File: config.mk
export PLATFORM = sky130hd
export DESIGN_NAME = pmse_top
export DESIGN_NICKNAME = d
export VERILOG_FILES = /design/src/shared/pmse_pkg.sv /design/src/core/pmse_top.sv
export VERILOG_INCLUDE_DIRS = /design/src /design/src/shared
export SDC_FILE = /design/constraint.sdc
export NUM_CORES = 1
export LEC_CHECK = 0
export ABC_AREA = 1
export BUFFER_PORTS_ARGS = -buffer_cell sky130_fd_sc_hd__buf_2
export CORE_MARGIN = 2
export CORE_UTILIZATION = 55
export CTS_BUF_LIST = sky130_fd_sc_hd__clkbuf_4 sky130_fd_sc_hd__clkbuf_8
export CTS_CLUSTER_SIZE = 28
export DETAILED_ROUTE_END_ITERATION = 10
export PLACE_DENSITY = 0.79
export SLEW_MARGIN = 10
export SYNTH_ARGS = -nofsm -noshare
export SYNTH_HDL_FRONTEND = slang
export SYNTH_SLANG_ARGS = --single-unit
export TNS_END_PERCENT = 100
File: constraint.sdc
create_clock -name clk -period 8.51 [get_ports clk]
set_input_delay 0.4255 -clock clk [delete_from_list [all_inputs] [get_ports clk]]
set_output_delay 0.4255 -clock clk [all_outputs]
set_load 0.01 [all_outputs]
File: src/shared/pmse_params.svh
// Constants of the per-second performance monitoring block.
`ifndef PMSE_PARAMS_SVH
`define PMSE_PARAMS_SVH

`define PMSE_SEC_PER_DAY    17'h15180
`define PMSE_SEC_PER_QTR    17'h00384
`define PMSE_QTR_PER_DAY    7'h60
`define PMSE_TB_DELAY       17'h0000a
`define PMSE_DLY_DEPTH      10
`define PMSE_UAT_RUN        4'ha
`define PMSE_THR_STD        32'h00000960
`define PMSE_THR_VIDEO      32'h0000012c

`define PMSE_ADDR_CTRL      8'h00
`define PMSE_ADDR_STATUS    8'h04
`define PMSE_ADDR_MASK      8'h08
`define PMSE_ADDR_STATE     8'h0c

`define PMSE_CTRL_DS_CONN   0
`define PMSE_CTRL_EBC_CONN  1
`define PMSE_CTRL_BBE_CONN  2
`define PMSE_CTRL_ES_CONN   3
`define PMSE_CTRL_SES_CONN  4
`define PMSE_CTRL_VIDEO     5
`define PMSE_CTRL_START_LO  8
`define PMSE_CTRL_START_HI  14
`define PMSE_CTRL_RST       32'h0000001f

`define PMSE_ST_UAT_CHG     0
`define PMSE_ST_QTR         1
`define PMSE_ST_DAY         2
`define PMSE_EV_W           3
`define PMSE_EV_RST         3'h0

`define PMSE_STATE_UAT      0
`define PMSE_STATE_RUN_LO   4
`define PMSE_STATE_RUN_HI   7
`define PMSE_STATE_TB_LO    8
`define PMSE_STATE_TB_HI    24

`endif

File: src/shared/pmse_pkg.sv
// Types shared by the per-second performance monitoring block.
`default_nettype none
package pmse_pkg;
    typedef logic [16:0] pmse_tod_t;
    typedef logic [6:0]  pmse_qtr_t;
    typedef enum logic {
        PMSE_AVAILABLE   = 1'b0,
        PMSE_UNAVAILABLE = 1'b1
    } pmse_avail_t;
endpackage : pmse_pkg
`default_nettype wire

File: src/core/pmse_top.sv
// Performance monitoring time base, near-end second events and availability filter.
`default_nettype none
`include "pmse_params.svh"

module pmse_top
    import pmse_pkg::*;
#(
    parameter int EBC_W = 16
) (
    input  wire logic             clk,
    input  wire logic             rst,
    input  wire logic             element_time_tick,
    input  wire logic             element_time_preset,
    input  wire logic [16:0]      element_time_of_day,
    input  wire logic             defect_second_flag,
    input  wire logic [EBC_W-1:0] errored_block_count,
    input  wire logic [7:0]       reg_addr,
    input  wire logic [31:0]      reg_wr_data,
    input  wire logic             reg_wr_en,
    input  wire logic             reg_rd_en,
    output var  logic [31:0]      reg_rd_data,
    output var  logic             irq,
    output var  logic             second_tick,
    output var  logic             quarter_hour_tick,
    output var  logic             daily_tick,
    output var  logic [16:0]      delayed_time_base,
    output var  logic             errored_second_event,
    output var  logic             severe_errored_second_event,
    output var  logic [EBC_W-1:0] background_block_errors,
    output var  logic             avail_errored_second,
    output var  logic             avail_severe_errored_second,
    output var  logic [EBC_W-1:0] avail_background_block_errors,
    output var  logic             unavailable_second_out,
    output var  logic             unavailable_state,
    output var  logic             unavailable_change
);

    localparam int DEPTH = `PMSE_DLY_DEPTH;
    localparam logic [EBC_W-1:0] THR_STD   = EBC_W'(`PMSE_THR_STD);
    localparam logic [EBC_W-1:0] THR_VIDEO = EBC_W'(`PMSE_THR_VIDEO);
    localparam logic [EBC_W-1:0] EBC_ZERO  = '0;
    localparam logic [EBC_W-1:0] EBC_ONE   = EBC_W'(1);

    ////////////////////////////////////////////////////////////////////////////////
    // Helper functions.

    // Steps a time of day forward by one second, wrapping at midnight.
    function automatic pmse_tod_t pmse_inc(input pmse_tod_t t);
        if (t == `PMSE_SEC_PER_DAY - 17'h00001) begin
            return 17'h00000;
        end
        return t + 17'h00001;
    endfunction : pmse_inc

    // Moves a time of day back by the time base delay, wrapping at midnight.
    function automatic pmse_tod_t pmse_back(input pmse_tod_t t);
        if (t >= `PMSE_TB_DELAY) begin
            return t - `PMSE_TB_DELAY;
        end
        return t + `PMSE_SEC_PER_DAY - `PMSE_TB_DELAY;
    endfunction : pmse_back

    // Second of day at which a given quarter hour starts.
    function automatic pmse_tod_t pmse_qtr_start(input pmse_qtr_t q);
        return pmse_tod_t'({10'h000, q}) * `PMSE_SEC_PER_QTR;
    endfunction : pmse_qtr_start

    // Forces an unconnected count to zero.
    function automatic logic [EBC_W-1:0] pmse_gate(input logic conn,
                                                   input logic [EBC_W-1:0] v);
        return conn ? v : EBC_ZERO;
    endfunction : pmse_gate

    ////////////////////////////////////////////////////////////////////////////////
    // Registers.

    logic [31:0]           ctrl_r;
    logic [`PMSE_EV_W-1:0] status_r;
    logic [`PMSE_EV_W-1:0] status_nxt;
    logic [`PMSE_EV_W-1:0] mask_r;
    logic [`PMSE_EV_W-1:0] event_set;
    logic [`PMSE_EV_W-1:0] status_clr;
    logic [31:0]           rd_data_r;
    logic [31:0]           rd_mux;
    logic                  irq_r;

    logic                  ds_conn;
    logic                  ebc_conn;
    logic                  bbe_conn;
    logic                  es_conn;
    logic                  ses_conn;
    logic                  video_layer;
    pmse_qtr_t             start_qtr;

    assign ds_conn     = ctrl_r[`PMSE_CTRL_DS_CONN];
    assign ebc_conn    = ctrl_r[`PMSE_CTRL_EBC_CONN];
    assign bbe_conn    = ctrl_r[`PMSE_CTRL_BBE_CONN];
    assign es_conn     = ctrl_r[`PMSE_CTRL_ES_CONN];
    assign ses_conn    = ctrl_r[`PMSE_CTRL_SES_CONN];
    assign video_layer = ctrl_r[`PMSE_CTRL_VIDEO];
    assign start_qtr   = ctrl_r[`PMSE_CTRL_START_HI:`PMSE_CTRL_START_LO];

    // A start quarter beyond the last of the day is stored as midnight.
    always_ff @(posedge clk) begin
        if (rst) begin
            ctrl_r <= `PMSE_CTRL_RST;
        end else if (reg_wr_en && reg_addr == `PMSE_ADDR_CTRL) begin
            ctrl_r <= reg_wr_data;
            if (reg_wr_data[`PMSE_CTRL_START_HI:`PMSE_CTRL_START_LO] >= `PMSE_QTR_PER_DAY) begin
                ctrl_r[`PMSE_CTRL_START_HI:`PMSE_CTRL_START_LO] <= 7'h00;
            end
        end
    end

    always_ff @(posedge clk) begin
        if (rst) begin
            mask_r <= `PMSE_EV_RST;
        end else if (reg_wr_en && reg_addr == `PMSE_ADDR_MASK) begin
            mask_r <= reg_wr_data[`PMSE_EV_W-1:0];
        end
    end

    // Write one to clear; a new event in the same cycle wins over the clear.
    always_comb begin
        status_clr = `PMSE_EV_RST;
        if (reg_wr_en && reg_addr == `PMSE_ADDR_STATUS) begin
            status_clr = reg_wr_data[`PMSE_EV_W-1:0];
        end
        status_nxt = (status_r & ~status_clr) | event_set;
    end

    always_ff @(posedge clk) begin
        if (rst) begin
            status_r <= `PMSE_EV_RST;
            irq_r    <= 1'b0;
        end else begin
            status_r <= status_nxt;
            irq_r    <= |(status_nxt & mask_r);
        end
    end

    ////////////////////////////////////////////////////////////////////////////////
    // Time base.

    pmse_tod_t tb_r;
    pmse_tod_t tb_nxt;
    logic      sec_r;
    logic      qtr_r;
    logic      day_r;

    always_comb begin
        if (element_time_preset) begin
            tb_nxt = pmse_back(element_time_of_day);
        end else begin
            tb_nxt = pmse_inc(tb_r);
        end
    end

    always_ff @(posedge clk) begin
        if (rst) begin
            sec_r <= 1'b0;
            qtr_r <= 1'b0;
            day_r <= 1'b0;
            tb_r  <= 17'h00000;
        end else begin
            sec_r <= element_time_tick;
            qtr_r <= 1'b0;
            day_r <= 1'b0;
            if (element_time_tick) begin
                tb_r  <= tb_nxt;
                qtr_r <= (tb_nxt % `PMSE_SEC_PER_QTR) == 17'h00000;
                day_r <= tb_nxt == pmse_qtr_start(start_qtr);
            end
        end
    end

    ////////////////////////////////////////////////////////////////////////////////
    // Near-end event unit.

    logic             ds_in;
    logic [EBC_W-1:0] ebc_in;
    logic [EBC_W-1:0] thr;
    logic             near_es;
    logic             near_ses;
    logic [EBC_W-1:0] near_bbe;
    logic             es_r;
    logic             ses_r;
    logic [EBC_W-1:0] bbe_r;

    always_comb begin
        ds_in    = ds_conn & defect_second_flag;
        ebc_in   = pmse_gate(ebc_conn, errored_block_count);
        thr      = video_layer ? THR_VIDEO : THR_STD;
        near_es  = ds_in | (ebc_in >= EBC_ONE);
        near_ses = ds_in | (ebc_in >= thr);
        near_bbe = near_ses ? EBC_ZERO : ebc_in;
    end

    always_ff @(posedge clk) begin
        if (rst) begin
            es_r  <= 1'b0;
            ses_r <= 1'b0;
            bbe_r <= EBC_ZERO;
        end else if (element_time_tick) begin
            es_r  <= near_es;
            ses_r <= near_ses;
            bbe_r <= near_bbe;
        end
    end

    ////////////////////////////////////////////////////////////////////////////////
    // Availability filter.

    logic             f_es;
    logic             f_ses;
    logic [EBC_W-1:0] f_bbe;
    logic             dly_es  [DEPTH];
    logic             dly_ses [DEPTH];
    logic [EBC_W-1:0] dly_bbe [DEPTH];
    pmse_avail_t      avail_r;
    logic [3:0]       run_r;
    logic             chg_r;
    logic             out_es_r;
    logic             out_ses_r;
    logic [EBC_W-1:0] out_bbe_r;
    logic             uas_r;

    always_comb begin
        f_es  = es_conn & near_es;
        f_ses = ses_conn & near_ses;
        f_bbe = pmse_gate(bbe_conn, near_bbe);
    end

    // The oldest entry is the second ten ticks back from the current one.
    always_ff @(posedge clk) begin
        if (rst) begin
            for (int i = 0; i < DEPTH; i++) begin
                dly_es[i]  <= 1'b0;
                dly_ses[i] <= 1'b0;
                dly_bbe[i] <= EBC_ZERO;
            end
        end else if (element_time_tick) begin
            for (int i = DEPTH - 1; i > 0; i--) begin
                dly_es[i]  <= dly_es[i-1];
                dly_ses[i] <= dly_ses[i-1];
                dly_bbe[i] <= dly_bbe[i-1];
            end
            dly_es[0]  <= f_es;
            dly_ses[0] <= f_ses;
            dly_bbe[0] <= f_bbe;
        end
    end

    // The run counts consecutive seconds that argue for leaving the current state.
    always_ff @(posedge clk) begin
        if (rst) begin
            avail_r <= PMSE_AVAILABLE;
            run_r   <= 4'h0;
            chg_r   <= 1'b0;
        end else begin
            chg_r <= 1'b0;
            if (element_time_tick) begin
                unique case (avail_r)
                    PMSE_AVAILABLE: begin
                        if (!f_ses) begin
                            run_r <= 4'h0;
                        end else if (run_r == `PMSE_UAT_RUN - 4'h1) begin
                            avail_r <= PMSE_UNAVAILABLE;
                            run_r   <= 4'h0;
                            chg_r   <= 1'b1;
                        end else begin
                            run_r <= run_r + 4'h1;
                        end
                    end
                    PMSE_UNAVAILABLE: begin
                        if (f_ses) begin
                            run_r <= 4'h0;
                        end else if (run_r == `PMSE_UAT_RUN - 4'h1) begin
                            avail_r <= PMSE_AVAILABLE;
                            run_r   <= 4'h0;
                            chg_r   <= 1'b1;
                        end else begin
                            run_r <= run_r + 4'h1;
                        end
                    end
                endcase
            end
        end
    end

    // The state decided up to the previous second governs the delayed second now leaving.
    always_ff @(posedge clk) begin
        if (rst) begin
            out_es_r  <= 1'b0;
            out_ses_r <= 1'b0;
            out_bbe_r <= EBC_ZERO;
            uas_r     <= 1'b0;
        end else if (element_time_tick) begin
            if (avail_r == PMSE_AVAILABLE) begin
                out_es_r  <= dly_es[DEPTH-1];
                out_ses_r <= dly_ses[DEPTH-1];
                out_bbe_r <= dly_bbe[DEPTH-1];
                uas_r     <= 1'b0;
            end else begin
                out_es_r  <= 1'b0;
                out_ses_r <= 1'b0;
                out_bbe_r <= EBC_ZERO;
                uas_r     <= 1'b1;
            end
        end
    end

    always_comb begin
        event_set                   = `PMSE_EV_RST;
        event_set[`PMSE_ST_UAT_CHG] = chg_r;
        event_set[`PMSE_ST_QTR]     = qtr_r;
        event_set[`PMSE_ST_DAY]     = day_r;
    end

    ////////////////////////////////////////////////////////////////////////////////
    // Register read port.

    always_comb begin
        rd_mux = 32'h00000000;
        unique case (reg_addr)
            `PMSE_ADDR_CTRL:   rd_mux = ctrl_r;
            `PMSE_ADDR_STATUS: rd_mux[`PMSE_EV_W-1:0] = status_r;
            `PMSE_ADDR_MASK:   rd_mux[`PMSE_EV_W-1:0] = mask_r;
            `PMSE_ADDR_STATE: begin
                rd_mux[`PMSE_STATE_UAT] = avail_r == PMSE_UNAVAILABLE;
                rd_mux[`PMSE_STATE_RUN_HI:`PMSE_STATE_RUN_LO] = run_r;
                rd_mux[`PMSE_STATE_TB_HI:`PMSE_STATE_TB_LO]   = tb_r;
            end
            default: rd_mux = 32'h00000000;
        endcase
    end

    always_ff @(posedge clk) begin
        if (rst) begin
            rd_data_r <= 32'h00000000;
        end else if (reg_rd_en) begin
            rd_data_r <= rd_mux;
        end else begin
            rd_data_r <= 32'h00000000;
        end
    end

    ////////////////////////////////////////////////////////////////////////////////
    // Outputs.

    assign reg_rd_data                   = rd_data_r;
    assign irq                           = irq_r;
    assign second_tick                   = sec_r;
    assign quarter_hour_tick             = qtr_r;
    assign daily_tick                    = day_r;
    assign delayed_time_base             = tb_r;
    assign errored_second_event          = es_r;
    assign severe_errored_second_event   = ses_r;
    assign background_block_errors       = bbe_r;
    assign avail_errored_second          = out_es_r;
    assign avail_severe_errored_second   = out_ses_r;
    assign avail_background_block_errors = out_bbe_r;
    assign unavailable_second_out        = uas_r;
    assign unavailable_state             = avail_r == PMSE_UNAVAILABLE;
    assign unavailable_change            = chg_r;

endmodule : pmse_top
`default_nettype wire

==> results.tsv <==
stage	metric	value	unit
outcome	status	finished clean	
die	core-area	28500	um^2
job	max_cap_viol_count	0	
synth	synth_mux_area_frac	0	
cts	cts_resized	0	
layout	syn2layout_area_growth	14.2	%
min_path	hold_path_class	input port to register	
cts	cts_buffers	49	
synth	synth_xor_area_frac	0.0204	
routing	via_per_inst	5.19	
die	start_util	0.554	
placement	portBuffers	171	
grt	grt.total_usage	0.242	
pwr	vdd_ir_drop_max	0.144	mV
layout	fin_cells	2446	
sta	rsz0062_at_grt	no	
critical_path	critPathKind	register to register	
critical_path	critical-path-max-stage-delay	0.48	ns
cts	htreeDepth	2	
cts	path_clk_slew	0.06	ns
routing	ant_nets	0	
die	dieArea	30100	um^2
grt	antenna_found_initial	1	
layout	final_core_util	0.633	
synth	synth_compound_area_frac	0.0744	
critical_path	crit_fanout	7	
critical_path	cpMostUsedCell	nand2_2	
placement	hpwl	26000	um
critical_path	endpoint_kind	register	
routing	routed_wl	36700	um
grt	gr-total-overflow	0	
layout	layout.nets	2148	
placement	place_inst	2355	
synth	synth_top_family_by_area	simple AND/OR/NAND/NOR gates	
synth	synthFlopType	edfxtp_1	
sta	final.setup.tns	0	ns
sta	finalSetupViolations	0	
synth	synth_area	15800	um^2
synth	ys_seq_elements	314	
pwr	leakage	8.45	nW
die	pin_count	172	
cts	cts_sinks	314	
cts	cts_buffer_depth	3	
synth	synth_edf_count	180	
grt	grt_pass1_vias	12100	
pwr	p_total	0.00419	W
synth	seq_area_frac_synth	0.511	
cts	cts_setup_buffers	0	
grt	grt_max_degree	118	
cts	clock_latency	0.61	ns
cts	cts_hold_buf	0	
layout	layout_common_cells	inv_1, nor2_1, nand2_1	
routing	firstDrtPassIters	5	
synth	synth_area_per_cell	8.57	um^2
sta	hold_viol_final	0	
sta	final_max_slew_viol_count	0	
sta	period_share	0.742	
die	die-width	174	um
sta	period_needed	6.31	ns
cts	root_buffer	clkbuf_8	
placement	gp_congestion	0.937	
cts	cts_tree	yes	
critical_path	critPathLaunchType	register	
synth	synthAdderAreaFrac	0.0387	
sta	slew_headroom	0.227	
critical_path	cpMaxStageDelayCell	dfxtp_1	
routing	routedWlPerCell	15.0	um
layout	drive_above_1_share	0.209	
synth	syn_inst	1846	
critical_path	arrival	6.81	ns
synth	yosysUniqueCellTypes	62	
layout	antenna-diode-count	0	
routing	drtIter0Drc	949	
pwr	power_density	232	nW/um^2
die	row_count	62	
sta	fin_skew	0.0357	ns
routing	vias	12700	
routing	drc_errors	0	
die	die_h	174	um
layout	final_common_cell	inv_1	
grt	grt_pass1_wl	59400	um
synth	async_flop_share	0	
synth	ys_warn_count	0	
sta	fmax	0.158	GHz
critical_path	cp_data_required_time	9.01	ns
synth	synth-simple-area-share	0.259	
critical_path	regToRegSetupSlack	2.20	ns
sta	worst_pin_slew	1.16	ns
==> path summary, 6_finish.rpt <==
path	from	to	depth (start not counted)
hold / removal	reg_wr_data[4]	ctrl_r[4]	3
setup reg to reg	delayed_time_base[0]	quarter_hour_tick	52
setup / recovery	delayed_time_base[0]	quarter_hour_tick	52
hold reg to reg	ctrl_r[27]	reg_rd_data[27]	2
==> kinds of logic after synthesis <==
| logic type | count (synthesis) |
|---|---|
| AOI/OAI and AO/OA | 198 |
| adders and majority gates | 46 |
| and+or+nand+nor | 851 |
| buffers and inverters | 400 |
| DFF | 314 |
| xor gates and xnor gates | 36 |
| other | 1 |
==> routing by layer <==
| metal | GRT usage | vias up | routed length (um) |
|---|---|---|---|
| met4 | 0.0679 | 0 | 738 |
| met5 | 0 | - | 0 |
| met1 | 0.330 | 5937 | 16400 |
| met3 | 0.0511 | 60 | 2600 |
| met2 | 0.393 | 397 | 17000 |
| li1 | - | 6293 | - |
==> cell usage after synthesis, types with 3 or more instances <==
master | n | area (um^2)
a211oi_1 | 7 | 52.6
a21oi_1 | 36 | 180
a221oi_1 | 3 | 26.3
a31oi_1 | 3 | 18.8
buf_1 | 3 | 11.3
clkbuf_1 | 50 | 188
clkinv_1 | 3 | 11.3
dfxtp_1 | 134 | 2680
edfxtp_1 | 180 | 5410
fa_1 | 5 | 100
ha_1 | 41 | 513
inv_1 | 319 | 1200
inv_2 | 18 | 67.6
nand2_1 | 250 | 938
nand2_2 | 52 | 325
nand2_4 | 19 | 214
nand3_1 | 148 | 741
nand3_2 | 20 | 200
nand3b_1 | 3 | 22.5
nand4_1 | 19 | 119
nor2_1 | 276 | 1040
nor2_2 | 26 | 163
nor2_4 | 10 | 113
nor3_1 | 18 | 90.1
o211ai_1 | 9 | 67.6
o21ai_0 | 76 | 380
o21ai_1 | 10 | 50.1
o21ai_2 | 4 | 35.0
o21bai_1 | 3 | 22.5
o22ai_1 | 29 | 181
xnor2_1 | 10 | 87.6
xor2_1 | 25 | 219
==> flip-flops by register name (all words and copies together), names as in the netlist, 3 cells and up, named ones only <==
signal	flops
dly_bbe	160
delayed_time_base	17
dly_ses	10
run_r	4
status_r	3
reg_rd_data	32
ctrl_r	32
dly_es	10
mask_r	3
avail_background_block_errors	16
background_block_errors	16
==> stage by stage <==
| step | instance area [um^2] | setup WS [ns] | hold WS (ns) |
|---|---|---|---|
| after floorplan | 15800 | 2.07 | 0.416 |
| after global placement | 17000 | 2.42 | 0.423 |
| after detailed placement | 17000 | 2.18 | 0.427 |
| after CTS | 18100 | 2.21 | 0.0288 |
| after global routing | 18100 | 1.44 | 0.0613 |
| final | 18100 | 2.20 | 0.0687 |
==> power by group <==
part | switching, W | internal (W) | leakage [nW]
Clock | 0.000597 | 0.000748 | 0.565
Combinational | 0.000770 | 0.000375 | 4.81
Sequential | 0.0000277 | 0.00167 | 3.08
==> critical path: cells and delay by family (launching register included) <==
| family | cells | cell delay (ns) |
|---|---|---|
| flip-flops | 1 | 0.48 |
| AND/OR/NAND/NOR | 47 | 5.02 |
| buffers and inverters | 3 | 0.34 |
| AO/OA/AOI/OAI | 1 | 0.08 |
| adder cells (fa/ha/maj) | 1 | 0.26 |
==> cell type report <==
type                            instances  area (um^2)
Multi-Input combinational cell       1135         6230
Clock inverter                         13          105
Clock buffer                           78          955
Fill cell                            2454        10500
Inverter                              343         1300
Tap cell                              384          480
Timing Repair Buffer                  179          916
Sequential cell                       314         8090
(Power assumes the default switching activity.)
